File: src/irq_pkg.sv
package irq_pkg;

	localparam int NVEC = 14;
	localparam int PRIO_W = 2 * NVEC;

	// Vector indices beyond the maskable ones
	localparam logic [3:0] VEC_TRAP  = 4'he;
	localparam logic [3:0] VEC_RESET = 4'hf;

	// Vectors able to leave HALT
	localparam logic [NVEC-1:0] WAKE_CAP = 14'h002b;

	// Priority codes as {high bit, low bit}
	localparam logic [1:0] CODE_L0 = 2'h2;
	localparam logic [1:0] CODE_L3 = 2'h3;

	// Priority bit positions inside the condition code register
	localparam int CC_I1 = 5;
	localparam int CC_I0 = 3;

	// Values after reset
	localparam logic [7:0]        CC_RST   = 8'hea;
	localparam logic [PRIO_W-1:0] PRIO_RST = 28'hfffffff;
	localparam logic [7:0]        CFG_RST  = 8'h15;
	localparam logic [7:0]        SEL_RST  = 8'hff;
	localparam logic [NVEC-1:0]   EN_RST   = 14'h3fff;

	// Register word indices on the Avalon bus
	localparam logic [3:0] RA_PRIO0  = 4'h0;
	localparam logic [3:0] RA_PRIO3  = 4'h3;
	localparam logic [3:0] RA_CFG    = 4'h4;
	localparam logic [3:0] RA_SEL0   = 4'h5;
	localparam logic [3:0] RA_SEL1   = 4'h6;
	localparam logic [3:0] RA_EN_LO  = 4'h7;
	localparam logic [3:0] RA_EN_HI  = 4'h8;
	localparam logic [3:0] RA_CC     = 4'h9;
	localparam logic [3:0] RA_PND_LO = 4'ha;
	localparam logic [3:0] RA_PND_HI = 4'hb;
	localparam logic [3:0] RA_STATUS = 4'hc;

	// Configuration field positions
	localparam int CFG_NESTED = 4;

	typedef enum logic [1:0] {
		SENSE_LEVEL,
		SENSE_RISE,
		SENSE_FALL,
		SENSE_BOTH
	} sense_t;

	typedef struct packed {
		logic       entryAck;
		logic       trapExec;
		logic       ccWr;
		logic [7:0] ccWrData;
		logic       inHalt;
	} core_in_t;

	typedef struct packed {
		logic       req;
		logic [3:0] vecIdx;
		logic       saveRegs;
		logic [1:0] newCode;
		logic       wakeHalt;
		logic       wakeWait;
	} core_out_t;

endpackage

File: src/nested_priority_interrupt_controller.sv
`timescale 1ns/1ps
// Functional notes
// - Serve the pending request with the highest software level.
// - On equal software level, the lowest vector index wins.
// - Unserved requests stay latched until entered or dropped by a peripheral clearing sequence.
// - Hardware order is unique, so exactly one winner results.
// - Reset and trap ignore current level; trap saves registers; level 3 loaded.
// - Reset and trap requests wake the core from HALT.
// - Trap instruction raises a request that outranks every maskable one.
// - Reset wins first; its routine runs at level 3.
// - Maskable served only if enabled and its level exceeds current level.
// - External pin groups wake the core from HALT.
// - Pin sensitivity is configurable; edge requests clear on entry.
// - Several pins of one group give one service of that vector.
// - Selected pins of a group are NANDed together.
// - Peripheral request needs its status flag and its enable both set.
// - Peripheral clearing sequence drops the latched request.
// - Any pending enabled source wakes the core from WAIT.
// - First service after HALT must be a HALT-capable source.
// - Other winners are served after that first service.
// - Nested or concurrent mode; no stack overflow flag.
// - Current level sits in condition code bits 5 and 3.
// - Entry loads the current level from the vector's priority field.
// - Core instructions may rewrite the priority bits.
// - Return from interrupt restores the stacked priority bits.
// - Writing the level 0 code into a priority field is ignored.
module nested_priority_interrupt_controller
	import irq_pkg::*;
#(
	parameter int PINS0 = 8,
	parameter int PINS1 = 8
) (
	input  wire logic             mclk,
	input  wire logic             rst_n,
	input  wire logic [3:0]       avs_address,
	input  wire logic             avs_read,
	input  wire logic             avs_write,
	input  wire logic [31:0]      avs_writedata,
	output logic      [31:0]      avs_readdata,
	output logic                  avs_waitrequest,
	input  core_in_t              coreIn,
	output core_out_t             coreOut,
	output logic      [7:0]       ccOut,
	input  wire logic [PINS0-1:0] extPins0,
	input  wire logic [PINS1-1:0] extPins1,
	input  wire logic [NVEC-1:2]  periphFlag,
	input  wire logic [NVEC-1:2]  periphEn,
	input  wire logic [NVEC-1:2]  periphClr
);

	// Checked at elaboration; each group has one byte of select bits
	if (PINS0 < 1 || PINS0 > 8) begin : g_badPins0
		$error("extPins0 width must be 1 to 8");
	end
	if (PINS1 < 1 || PINS1 > 8) begin : g_badPins1
		$error("extPins1 width must be 1 to 8");
	end
	// Enable, pending and priority bytes are laid out for fourteen vectors
	if (NVEC != 14) begin : g_badVecCount
		$error("vector count must match the register map");
	end

	logic [PRIO_W-1:0] prio_r;
	logic [7:0]        cfg_r;
	logic [7:0]        sel0_r;
	logic [7:0]        sel1_r;
	logic [NVEC-1:0]   vecEn_r;
	logic [7:0]        cc_r;
	logic              ack_r;
	logic [31:0]       rdata_r;
	logic              trapPend_r;
	logic              resetPend_r;
	logic              haltFirst_r;
	core_out_t         out_r;

	logic              wrEn;
	logic              ack;
	logic [1:0]        curLevel;
	logic              nand0;
	logic              nand1;
	logic [NVEC-1:0]   reqIn;
	logic [NVEC-1:0]   clrSeq;
	logic [NVEC-1:0]   clrEntry;
	logic [NVEC-1:0]   pend;
	logic [NVEC-1:0]   elig;
	logic [1:0]        lvl [NVEC];
	logic              winReq;
	logic [3:0]        winIdx;
	logic [1:0]        winLvl;
	logic [1:0]        winCode;
	logic              found;
	logic [7:0]        rdMux;
	logic [NVEC-1:0]   armed;
	logic              mayPreempt;

	function automatic logic [1:0] levelOf(input logic [1:0] code);
		unique case (code)
			2'h2: levelOf = 2'h0;
			2'h1: levelOf = 2'h1;
			2'h0: levelOf = 2'h2;
			2'h3: levelOf = 2'h3;
		endcase
	endfunction

	// Avalon slave: one wait cycle, then the answer
	assign avs_waitrequest = (avs_read | avs_write) & ~ack_r;
	assign wrEn            = avs_write & ack_r;
	assign avs_readdata    = rdata_r;

	always_ff @(posedge mclk or negedge rst_n) begin
		if (!rst_n)
			ack_r <= 1'b0;
		else
			ack_r <= (avs_read | avs_write) & ~ack_r;
	end

	// Unused bits read as zero; the top nibble of the last priority byte reads as ones
	always_comb begin
		rdMux = 8'h00;
		unique case (avs_address)
			4'h0:      rdMux = prio_r[7:0];
			4'h1:      rdMux = prio_r[15:8];
			4'h2:      rdMux = prio_r[23:16];
			RA_PRIO3:  rdMux = {4'hf, prio_r[27:24]};
			RA_CFG:    rdMux = cfg_r;
			RA_SEL0:   rdMux = sel0_r;
			RA_SEL1:   rdMux = sel1_r;
			RA_EN_LO:  rdMux = vecEn_r[7:0];
			RA_EN_HI:  rdMux = {2'h0, vecEn_r[13:8]};
			RA_CC:     rdMux = cc_r;
			RA_PND_LO: rdMux = pend[7:0];
			RA_PND_HI: rdMux = {2'h0, pend[13:8]};
			RA_STATUS: rdMux = {haltFirst_r, curLevel, out_r.req, out_r.vecIdx};
			default:   rdMux = 8'h00;
		endcase
	end

	// Data is captured in the wait cycle and stands while waitrequest is low
	always_ff @(posedge mclk or negedge rst_n) begin
		if (!rst_n)
			rdata_r <= 32'h00000000;
		else if (avs_read && !ack_r)
			rdata_r <= {24'h000000, rdMux};
	end

	// Priority fields; the two-bit code of vector i sits at bits 2i+1:2i
	always_ff @(posedge mclk or negedge rst_n) begin
		if (!rst_n) begin
			prio_r <= PRIO_RST;
		end else if (wrEn && avs_address <= RA_PRIO3) begin
			for (int j = 0; j < 4; j++) begin
				if (8 * int'(avs_address[1:0]) + 2 * j < PRIO_W
				    && avs_writedata[2*j +: 2] != CODE_L0)
					prio_r[8 * int'(avs_address[1:0]) + 2 * j +: 2]
						<= avs_writedata[2*j +: 2];
			end
		end
	end

	// Select masks and sensing apply from the cycle after the write
	always_ff @(posedge mclk or negedge rst_n) begin
		if (!rst_n) begin
			cfg_r  <= CFG_RST;
			sel0_r <= SEL_RST;
			sel1_r <= SEL_RST;
		end else if (wrEn) begin
			if (avs_address == RA_CFG)
				cfg_r <= avs_writedata[7:0];
			if (avs_address == RA_SEL0)
				sel0_r <= avs_writedata[7:0];
			if (avs_address == RA_SEL1)
				sel1_r <= avs_writedata[7:0];
		end
	end

	// A disabled vector stays latched and is served once enabled again
	always_ff @(posedge mclk or negedge rst_n) begin
		if (!rst_n) begin
			vecEn_r <= EN_RST;
		end else if (wrEn) begin
			if (avs_address == RA_EN_LO)
				vecEn_r[7:0] <= avs_writedata[7:0];
			if (avs_address == RA_EN_HI)
				vecEn_r[13:8] <= avs_writedata[5:0];
		end
	end

	// Level bits follow the winner on entry, else core, else bus
	always_ff @(posedge mclk or negedge rst_n) begin
		if (!rst_n) begin
			cc_r <= CC_RST;
		end else if (ack) begin
			cc_r[CC_I1] <= out_r.newCode[1];
			cc_r[CC_I0] <= out_r.newCode[0];
		end else if (coreIn.ccWr) begin
			cc_r <= coreIn.ccWrData;
		end else if (wrEn && avs_address == RA_CC) begin
			cc_r <= avs_writedata[7:0];
		end
	end

	assign ccOut    = cc_r;
	assign curLevel = levelOf({cc_r[CC_I1], cc_r[CC_I0]});

	// Sources
	ext_pin_group #(
		.W(PINS0)
	) u_grp0 (
		.mclk    (mclk),
		.rst_n   (rst_n),
		.pins    (extPins0),
		.sel     (sel0_r[PINS0-1:0]),
		.nandOut (nand0)
	);

	ext_pin_group #(
		.W(PINS1)
	) u_grp1 (
		.mclk    (mclk),
		.rst_n   (rst_n),
		.pins    (extPins1),
		.sel     (sel1_r[PINS1-1:0]),
		.nandOut (nand1)
	);

	assign ack = coreIn.entryAck & out_r.req;

	always_comb begin
		reqIn  = '0;
		clrSeq = '0;
		reqIn[0] = nand0;
		reqIn[1] = nand1;
		for (int i = 2; i < NVEC; i++) begin
			reqIn[i]  = periphFlag[i] & periphEn[i];
			clrSeq[i] = periphClr[i];
		end
		for (int i = 0; i < NVEC; i++)
			clrEntry[i] = ack && out_r.vecIdx == 4'(i);
	end

	// Only the two pin groups have selectable sensing; peripherals are level
	for (genvar g = 0; g < NVEC; g++) begin : g_lat
		irq_req_latch u_lat (
			.mclk     (mclk),
			.rst_n    (rst_n),
			.sense    (g == 0 ? sense_t'(cfg_r[1:0])
			           : g == 1 ? sense_t'(cfg_r[3:2]) : SENSE_LEVEL),
			.reqIn    (reqIn[g]),
			.clrEntry (clrEntry[g]),
			.clrSeq   (clrSeq[g]),
			.pending  (pend[g])
		);
	end

	// Trap and reset requests; a new trap beats a clear
	always_ff @(posedge mclk or negedge rst_n) begin
		if (!rst_n)
			trapPend_r <= 1'b0;
		else
			trapPend_r <= coreIn.trapExec
			              | (trapPend_r & ~(ack && out_r.vecIdx == VEC_TRAP));
	end

	always_ff @(posedge mclk or negedge rst_n) begin
		if (!rst_n)
			resetPend_r <= 1'b1;
		else if (ack && out_r.vecIdx == VEC_RESET)
			resetPend_r <= 1'b0;
	end

	// After HALT only wake-capable vectors compete until one is entered
	always_ff @(posedge mclk or negedge rst_n) begin
		if (!rst_n)
			haltFirst_r <= 1'b0;
		else if (coreIn.inHalt)
			haltFirst_r <= 1'b1;
		else if (ack)
			haltFirst_r <= 1'b0;
	end

	// Concurrent mode: maskables interrupt only main level; trap and reset still interrupt a running handler
	assign mayPreempt = cfg_r[CFG_NESTED] || curLevel == 2'h0;

	// Arbitration
	always_comb begin
		for (int i = 0; i < NVEC; i++) begin
			lvl[i]  = levelOf(prio_r[2*i +: 2]);
			elig[i] = pend[i] && vecEn_r[i] && lvl[i] > curLevel
			          && mayPreempt
			          && (!haltFirst_r || WAKE_CAP[i]);
		end
	end

	// Scan from lowest hardware order up; ties go to the lower index
	always_comb begin
		found   = 1'b0;
		winIdx  = 4'h0;
		winLvl  = 2'h0;
		winCode = CODE_L3;
		for (int i = NVEC - 1; i >= 0; i--) begin
			if (elig[i] && (!found || lvl[i] >= winLvl)) begin
				found   = 1'b1;
				winIdx  = 4'(i);
				winLvl  = lvl[i];
				winCode = prio_r[2*i +: 2];
			end
		end
		// Reset outranks trap; both ignore the current level and the enables
		if (trapPend_r) begin
			winIdx  = VEC_TRAP;
			winCode = CODE_L3;
		end
		if (resetPend_r) begin
			winIdx  = VEC_RESET;
			winCode = CODE_L3;
		end
		winReq = found | trapPend_r | resetPend_r;
	end

	// Wake-up looks at latched, enabled requests only; the current level is ignored,
	// since a halted core must resume before it can lower its level
	assign armed = pend & vecEn_r;

	// Request drops for the cycle after entry so the next winner is fresh
	always_ff @(posedge mclk or negedge rst_n) begin
		if (!rst_n) begin
			out_r <= '0;
		end else begin
			out_r.req      <= winReq & ~ack;
			out_r.vecIdx   <= winIdx;
			out_r.saveRegs <= winIdx != VEC_RESET;
			out_r.newCode  <= winCode;
			out_r.wakeHalt <= |(armed & WAKE_CAP)
			                  | trapPend_r | resetPend_r;
			out_r.wakeWait <= |armed | trapPend_r | resetPend_r;
		end
	end

	assign coreOut = out_r;

endmodule

File: src/ext_pin_group.sv
`timescale 1ns/1ps
module ext_pin_group
	import irq_pkg::*;
#(
	parameter int W = 8
) (
	input  wire logic         mclk,
	input  wire logic         rst_n,
	input  wire logic [W-1:0] pins,
	input  wire logic [W-1:0] sel,
	output logic              nandOut
);

	if (W < 1 || W > 8) begin : g_badWidth
		$error("ext_pin_group: W must be 1 to 8");
	end

	logic [W-1:0] sync1_r;
	logic [W-1:0] sync2_r;

	always_ff @(posedge mclk or negedge rst_n) begin
		if (!rst_n) begin
			sync1_r <= '1;
			sync2_r <= '1;
		end else begin
			sync1_r <= pins;
			sync2_r <= sync1_r;
		end
	end

	// Unselected pins count as high, so any one selected low pin raises the request
	always_ff @(posedge mclk or negedge rst_n) begin
		if (!rst_n)
			nandOut <= 1'b0;
		else
			nandOut <= ~&(sync2_r | ~sel);
	end

endmodule

File: src/irq_req_latch.sv
`timescale 1ns/1ps
module irq_req_latch
	import irq_pkg::*;
(
	input  wire logic   mclk,
	input  wire logic   rst_n,
	input  sense_t      sense,
	input  wire logic   reqIn,
	input  wire logic   clrEntry,
	input  wire logic   clrSeq,
	output logic        pending
);

	logic prev_r;
	logic setEv;

	always_comb begin
		unique case (sense)
			SENSE_LEVEL: setEv = reqIn;
			SENSE_RISE:  setEv = reqIn & ~prev_r;
			SENSE_FALL:  setEv = ~reqIn & prev_r;
			SENSE_BOTH:  setEv = reqIn ^ prev_r;
		endcase
	end

	always_ff @(posedge mclk or negedge rst_n) begin
		if (!rst_n)
			prev_r <= 1'b0;
		else
			prev_r <= reqIn;
	end

	// New event beats a clear in the same cycle
	always_ff @(posedge mclk or negedge rst_n) begin
		if (!rst_n)
			pending <= 1'b0;
		else
			pending <= setEv | (pending & ~(clrEntry | clrSeq));
	end

endmodule

File: config.mk
export PLATFORM = sky130hd
export DESIGN_NAME = nested_priority_interrupt_controller
export DESIGN_NICKNAME = d
export VERILOG_FILES = /design/src/irq_pkg.sv /design/src/nested_priority_interrupt_controller.sv /design/src/ext_pin_group.sv /design/src/irq_req_latch.sv
export SDC_FILE = /design/constraint.sdc
export NUM_CORES = 1
export LEC_CHECK = 0
export BUFFER_PORTS_ARGS = -buffer_cell sky130_fd_sc_hd__buf_2
export CORE_MARGIN = 2
export CORE_UTILIZATION = 38
export DETAILED_ROUTE_END_ITERATION = 7
export GPL_TIMING_DRIVEN = 0
export PLACE_DENSITY = 0.57
export SETUP_SLACK_MARGIN = 0.15
export SLEW_MARGIN = 20
export SYNTH_ARGS = -nofsm -noshare
export SYNTH_HDL_FRONTEND = slang
export SYNTH_HIERARCHICAL = 1
export SYNTH_SLANG_ARGS = --single-unit
File: constraint.sdc
create_clock -name mclk -period 25.7 [get_ports mclk]
set_clock_uncertainty 0.05 [all_clocks]
set_input_delay 3.855 -clock mclk [delete_from_list [all_inputs] [get_ports mclk]]
set_output_delay 3.855 -clock mclk [all_outputs]
set_load 0.02 [all_outputs]
Word-level counts from Yosys, hierarchy flattened
Index checks and enable logic that the tools add are counted.

Register bits after elaboration: 146. Bits in latches: 0. Memory bits (writable): 0. ROM bits: 0. Input port bits: 104. Logic and storage cells: 514. Memories kept: 0.

Add/sub/neg operators: 7. Multipliers: 0. Divide/modulo/power cells: 0. $lt $le $gt $ge: 32. Eq/ne operators: 83. Shift operators: 8. Multiplexer cells: 94. Bitwise operators: 97. Reductions and logical operators: 152.

Operators by type and width (count): 28-bit 2-to-1 mux (7); 2-bit by 33-bit variable shift with 28-bit output, first input constant (4); 2-bit by 33-bit variable part select with 28-bit output (4); 2-bit one-hot mux with 4 select lines (15); 28-bit bitwise mux (4); 8-bit one-hot mux with 13 select lines (1); 6-bit negation with 33-bit output (3); 32-bit by 6-bit < comparator with 1-bit output, second input constant (3); 1-bit logical AND (88); 2-bit equality test, second input constant (34); 4-bit 2-to-1 mux (16); 2-bit 2-to-1 mux (29); 4-bit equality test, second input constant (13); 2-bit logical NOT (18); 1-bit AND (35); 2-bit by 1-bit equality test with 1-bit output, second input constant (17); 1-bit bitwise OR (34); 5-bit negation with 33-bit output (1); 4-bit by 3-bit equality test with 1-bit output, second input constant (8); 2-bit greater-than comparator (14); 2-bit >= comparator (13); 1-bit inverter (21); 1-bit 2-to-1 mux (18); 1-bit logical NOT (17); other kinds (22) (56).

Logic depth before layout (Yosys ltp)
Word-level depth: 62. Gate-level depth with buffers: 97. Depth with buffers taken out: 96.

Hierarchy
The synthesis kept the hierarchy.

Modules (own cells, without submodules): nested_priority_interrupt_controller (times used 1, cells an instance 962, area an instance 8281.7 um^2, sequential area each 2486.1 um^2); irq_req_latch (times used 14, cells an instance 12, area an instance 118.9 um^2, sequential area each 50.0 um^2); ext_pin_group (times used 2, cells an instance 30, area an instance 508.0 um^2, sequential area each 445.4 um^2).

Worst setup path after synthesis
OpenSTA, ideal clock, no wires.

Kind: register to register. Start: register cc_r[3] (netlist: ccOut[3]). End: register out_r, in the netlist coreOut[3]. Setup time: 0.126 ns. Arrival time: 16.716 ns. Data required time: 25.524 ns. Path slack: 8.808 ns. Cell stages (with the launch flop): 94. Clock period less this slack: 16.892 ns. Cell sequence: dfstp_2 inv_1 ha_1 nor2_1 ha_1 nand2_1 o211ai_2 nor3_1 ha_1 nand2b_1 a21oi_1 o21ai_0 o22a_1 nor2_1 ha_1 nand2b_1 a221oi_2 or4_1 [... 58 more ...] nand2b_1 a221oi_2 nor2_1 nor2_1 a21boi_1 ha_1 nand2b_1 a21oi_1 a21oi_1 o21ai_0 a21oi_1 ha_1 nand2b_1 a21oi_1 a21oi_1 a21oi_1 a21oi_1 a311o_1.

Cells in the longest elaborated chain, start to end: 61. Elaborated cells on any way between the ends: 153. Those cells by class: 27 x order compare; 3 x eq/ne; 43 x mux; 80 x reduce/logical.

Ends and longest elaborated chain: start, declared (line nested_priority_interrupt_controller.sv:68) `logic [7:0] cc_r;`; start signal, assigned by index (line nested_priority_interrupt_controller.sv:193) `cc_r[CC_I1] <= out_r.newCode[1];`; start signal, assigned by index (line nested_priority_interrupt_controller.sv:194) `cc_r[CC_I0] <= out_r.newCode[0];`; start signal, assigned (line nested_priority_interrupt_controller.sv:196) `cc_r <= coreIn.ccWrData;`; 2-bit equality test, or another cell as far along (line nested_priority_interrupt_controller.sv:97) `unique case (code)`; 2-bit one-hot mux with 4 select lines (*) (line nested_priority_interrupt_controller.sv:97); 2-bit greater-than comparator or 2-bit logical NOT (tied branches) (line nested_priority_interrupt_controller.sv:288, nested_priority_interrupt_controller.sv:282); 1-bit logical AND or 1-bit logical OR (tied branches) (line nested_priority_interrupt_controller.sv:288, nested_priority_interrupt_controller.sv:282); 1-bit logical AND (line nested_priority_interrupt_controller.sv:289) `&& mayPreempt`; 1-bit logical AND (line nested_priority_interrupt_controller.sv:290) `&& (!haltFirst_r || WAKE_CAP[i]);`; 2-bit 2-to-1 mux or 1-bit 2-to-1 mux (tied branches) (line nested_priority_interrupt_controller.sv:301) `if (elig[i] && (!found || lvl[i] >= winLvl)) begin`; 2-bit >= comparator or 1-bit logical NOT (tied branches) (line nested_priority_interrupt_controller.sv:301); [... 46 more ...]; 2-bit 2-to-1 mux or 1-bit 2-to-1 mux (tied branches) (line nested_priority_interrupt_controller.sv:301); 2-bit >= comparator or 1-bit logical NOT (tied branches) (line nested_priority_interrupt_controller.sv:301); 1-bit logical OR (line nested_priority_interrupt_controller.sv:301); 1-bit logical AND (line nested_priority_interrupt_controller.sv:301); 2-bit 2-to-1 mux (*) (line nested_priority_interrupt_controller.sv:301); 2-bit 2-to-1 mux (*) (line nested_priority_interrupt_controller.sv:309) `if (trapPend_r) begin`; 2-bit 2-to-1 mux (*) (line nested_priority_interrupt_controller.sv:313) `if (resetPend_r) begin`; net winCode[1] (line nested_priority_interrupt_controller.sv:90) `logic [1:0] winCode;`; end, declared (line nested_priority_interrupt_controller.sv:74) `core_out_t out_r;`.

Mark *: on every way through the listed nets, which the timed path passes. The rest lies on a longest branch. A chain may end at the register's enable or synchronous reset.

Worst setup path in the final report
Start: register cc_r[3] (netlist: ccOut[3]). End: register out_r, in the netlist coreOut[8].

Cells in the longest elaborated chain, start to end: 61. Elaborated cells on any way between the ends: 153. Those cells by class: 27 x order compare; 3 x eq/ne; 43 x mux; 80 x reduce/logical.

Ends and longest elaborated chain: 2-bit equality test, or another cell as far along (line nested_priority_interrupt_controller.sv:97); 2-bit one-hot mux with 4 select lines (*) (line nested_priority_interrupt_controller.sv:97); 2-bit greater-than comparator or 2-bit logical NOT (tied branches) (line nested_priority_interrupt_controller.sv:288, nested_priority_interrupt_controller.sv:282); 1-bit logical AND or 1-bit logical OR (tied branches) (line nested_priority_interrupt_controller.sv:288, nested_priority_interrupt_controller.sv:282); 1-bit logical AND (line nested_priority_interrupt_controller.sv:289); 1-bit logical AND (line nested_priority_interrupt_controller.sv:290); 2-bit 2-to-1 mux or 1-bit 2-to-1 mux (tied branches) (line nested_priority_interrupt_controller.sv:301); 2-bit >= comparator or 1-bit logical NOT (tied branches) (line nested_priority_interrupt_controller.sv:301); [... 46 more ...]; 2-bit 2-to-1 mux or 1-bit 2-to-1 mux (tied branches) (line nested_priority_interrupt_controller.sv:301); 2-bit >= comparator or 1-bit logical NOT (tied branches) (line nested_priority_interrupt_controller.sv:301); 1-bit logical OR (line nested_priority_interrupt_controller.sv:301); 1-bit logical AND (line nested_priority_interrupt_controller.sv:301); 4-bit 2-to-1 mux (*) (line nested_priority_interrupt_controller.sv:301); 4-bit 2-to-1 mux (*) (line nested_priority_interrupt_controller.sv:309); 4-bit 2-to-1 mux (*) (line nested_priority_interrupt_controller.sv:313); net winIdx[3] (line nested_priority_interrupt_controller.sv:88) `logic [3:0] winIdx;`.

Marks and branches as above.

==> qor.txt <==
WL/cell -> 19.6 um
hold-fix buffers at CTS -> 0
clock slew at reported path FFs -> 0.07 ns
CP Launch Type -> register
cell count after synthesis -> 1,190
Seq/Total Area, Yosys -> 37.2%
WL final -> 35,100 um
PostCTS Resize Cnt -> 0
vias in the first global route -> 9,038
fmax -> 49.7 MHz
most frequent cells after synthesis -> nand2_1, ha_1, nor2_1
#FFs+latches synth -> 158
post-route minimum period -> 20.14 ns
CTS buffer count -> 17
CTS H-tree lvls -> 4
Reg-to-Reg Start -> ccOut[3]
Hold WC Path Type -> reg -> reg
Area contributors post-synth -> dfstp_2, ha_1, dfrtp_1, nand2_1, nor2_1
ys async rst share -> 100%
CP Buf/Inv Count -> 8
Pleak -> 5.74 nW
Area Growth Syn to Fin -> 17.5%
share of layout cells above drive strength 1 -> 22.3%
syn avg cell area -> 9.21 um^2
Tightest Pin Transition -> 0.793 ns
initial core utilization -> 38.4%
clock latency on the worst-skew pair -> 0.44 ns
clock root buffer -> clkbuf_16
gpl congestion -> 0.928
initial antenna violation count -> 1
Power Density -> 74.1 mW/mm^2
period utilization -> 78.4%
Max Slew Vio Count -> 0
Max Cap Viol -> 0
count leader, synth -> nand2_1
via count -> 9,450
netlist area before placement -> 0.0110 mm^2
vias per cell -> 5.26
worst vdd ir -> 0.0499 mV
Post-synth EDFFs -> 0
1st-iter DRT viols -> 787
row cnt -> 62
CP required -> 25.99 ns
Final setup viols -> 0
delay-heaviest family, CP -> compound AO/OA/AOI/OAI gates
Final Hold Viols -> 0
Synth area leader -> dfstp_2
Slowest-stage cell, CP -> dfstp_2
Final ANT Viol Nets -> 0
worst-path maximum fanout -> 14
headroom to the max-slew limit -> 45.8%
TritonCTS clock tree -> built
pre-CTS setup slack -> 5.79 ns
total gr overflow -> 0
buffers added on ports -> 103
ant diodes -> 0
total clock sinks -> 158
max incr delay on CP -> 0.60 ns
Final TNS setup -> 0 ns
Core Box Area -> 0.0285 mm^2
die area -> 0.0302 mm^2
hold path startpoint -> u_grp0/sync1_r[6]
drt drc -> 0
CP endpoint kind -> register
NumNets Final -> 1,635
DP HPWL -> 27,300 um
first-pass GRT wire length -> 54,400 um
setup bufs post-CTS -> 0
Post-Layout Inst Area -> 0.0129 mm^2
status -> finished, final reports clean
filler cell count -> 2,833
GRT Util Overall -> 23.6%
Top cell by count, worst path -> a21oi_1
Netlist cell types -> 83
critical path startpoint -> ccOut[3]
top cell type's share of synthesized area -> 23.7%
Yosys warnings -> 6
crit path DAT -> 20.43 ns
chip width -> 174 um
IO Pins -> 155
Crit Path Category -> reg -> reg
DR pass1 iterations -> 6
largest net degree at the start of global routing -> 103
Multi-input gate area -> 0.00651 mm^2
chip height -> 174 um
RSZ-0062 raised after global routing -> no
Synth Flop Type -> dfstp_2
placed cell areas -> 0.0123 mm^2
setup ws final -> 5.56 ns
Reg area -> 0.00408 mm^2
clk buf depth -> 2
## through the flow
| step | std cells | hold WS (ns) | power [W] | utilization, % |
|---|---|---|---|---|
| global placement | 1762 | 0.295 | 0.000703 | 43.0 |
| global route | 1795 | 0.306 | 0.00102 | 45.1 |
| finish | 1795 | 0.304 | 0.000955 | 45.1 |
| CTS | 1795 | 0.307 | 0.000961 | 45.1 |
| detailed placement | 1763 | 0.297 | 0.000715 | 43.2 |
| floorplan | 1275 | 0.295 | 0.000582 | - |
## registers in the layout (all words and copies together) (netlist names)
name and flops:
prio_r 28, g_lat.u_lat/pending 14, g_lat.u_lat/prev_r 14, vecEn_r 14, coreOut 10, avs_readdata 8
ccOut 8, cfg_r 8, sel0_r 8, sel1_r 8, u_grp0/sync1_r 8, u_grp0/sync2_r 8
u_grp1/sync1_r 8, u_grp1/sync2_r 8, ack_r 1, haltFirst_r 1, resetPend_r 1, trapPend_r 1
u_grp0/nandOut 1, u_grp1/nandOut 1
## cells in the final DEF, fill, tap and decap left out, drive strengths merged, types with 6 or more instances in the layout
cell type    n
a211oi       7
a21o         9
a21oi       72
a221o       16
a221oi       8
a222oi       8
a22o        10
a22oi        8
a31oi       11
and2        21
and3         7
buf        139
clkbuf      46
clkinv       6
conb        86
dfrtp       59
dfstp       99
ha         133
inv        104
mux2        27
mux2i       27
nand2      135
nand2b      19
nand3       30
nor2       105
nor2b       14
nor3        17
o2111ai     10
o211ai      10
o21ai       76
o21bai      15
o22ai       10
## per-layer routing
layer  routed length [um]  global-route usage (%)  vias to the layer above
li1                     -                       -                     4543
met1                15300                    31.3                     4506
met2                16400                    38.8                      337
met3                 1990                    3.07                       62
met4                 1370                    10.0                        2
met5                   13                       0                        -
## worst register-to-register path: cells and delay by family, from the launching register on
family / cells / cell delay (ns)
compound gates: 42 / 9.59
simple gates: 28 / 4.22
fa+ha+maj: 15 / 4.17
buf+inv: 8 / 1.26
flops: 1 / 0.60
mux: 1 / 0.16
## area by class of cell
cell class                 instances  area share [%]
timing repair buffer             104            4.29
tap                              384            3.73
clock inverter                    14            1.01
multi-input combinational        958            50.5
sequential                       158            31.7
buffer                            63            2.67
clock buffer                      18            3.33
inverter                          96            2.80
## logic make-up after synthesis
kind of cell	synth area share, %
AND/OR/NAND/NOR	15.6
AO/OA/AOI/OAI	20.3
buffers and inverters	6.43
flip-flops	37.2
adder cells (fa/ha/maj)	15.2
multiplexers	5.27
other	0.0342
## power breakdown
group	switching, W	internal [W]
sequential	0.0000562	0.000303
combinational	0.000218	0.000136
clock	0.000114	0.000128
total	0.000388	0.000567
## path summary, 6_finish.rpt
check,end,cells past startpoint,slack (ns)
worst max-delay path,coreOut[8],94,5.56
worst min-delay path,u_grp0/sync2_r[6],0,0.30
worst max register to register,coreOut[8],94,5.56
worst min register to register,u_grp0/sync2_r[6],0,0.30
max in group asynchronous,prio_r[5],2,21.46
min in group asynchronous,g_lat[4].u_lat/prev_r,1,3.28
(Power assumes the default switching activity.)
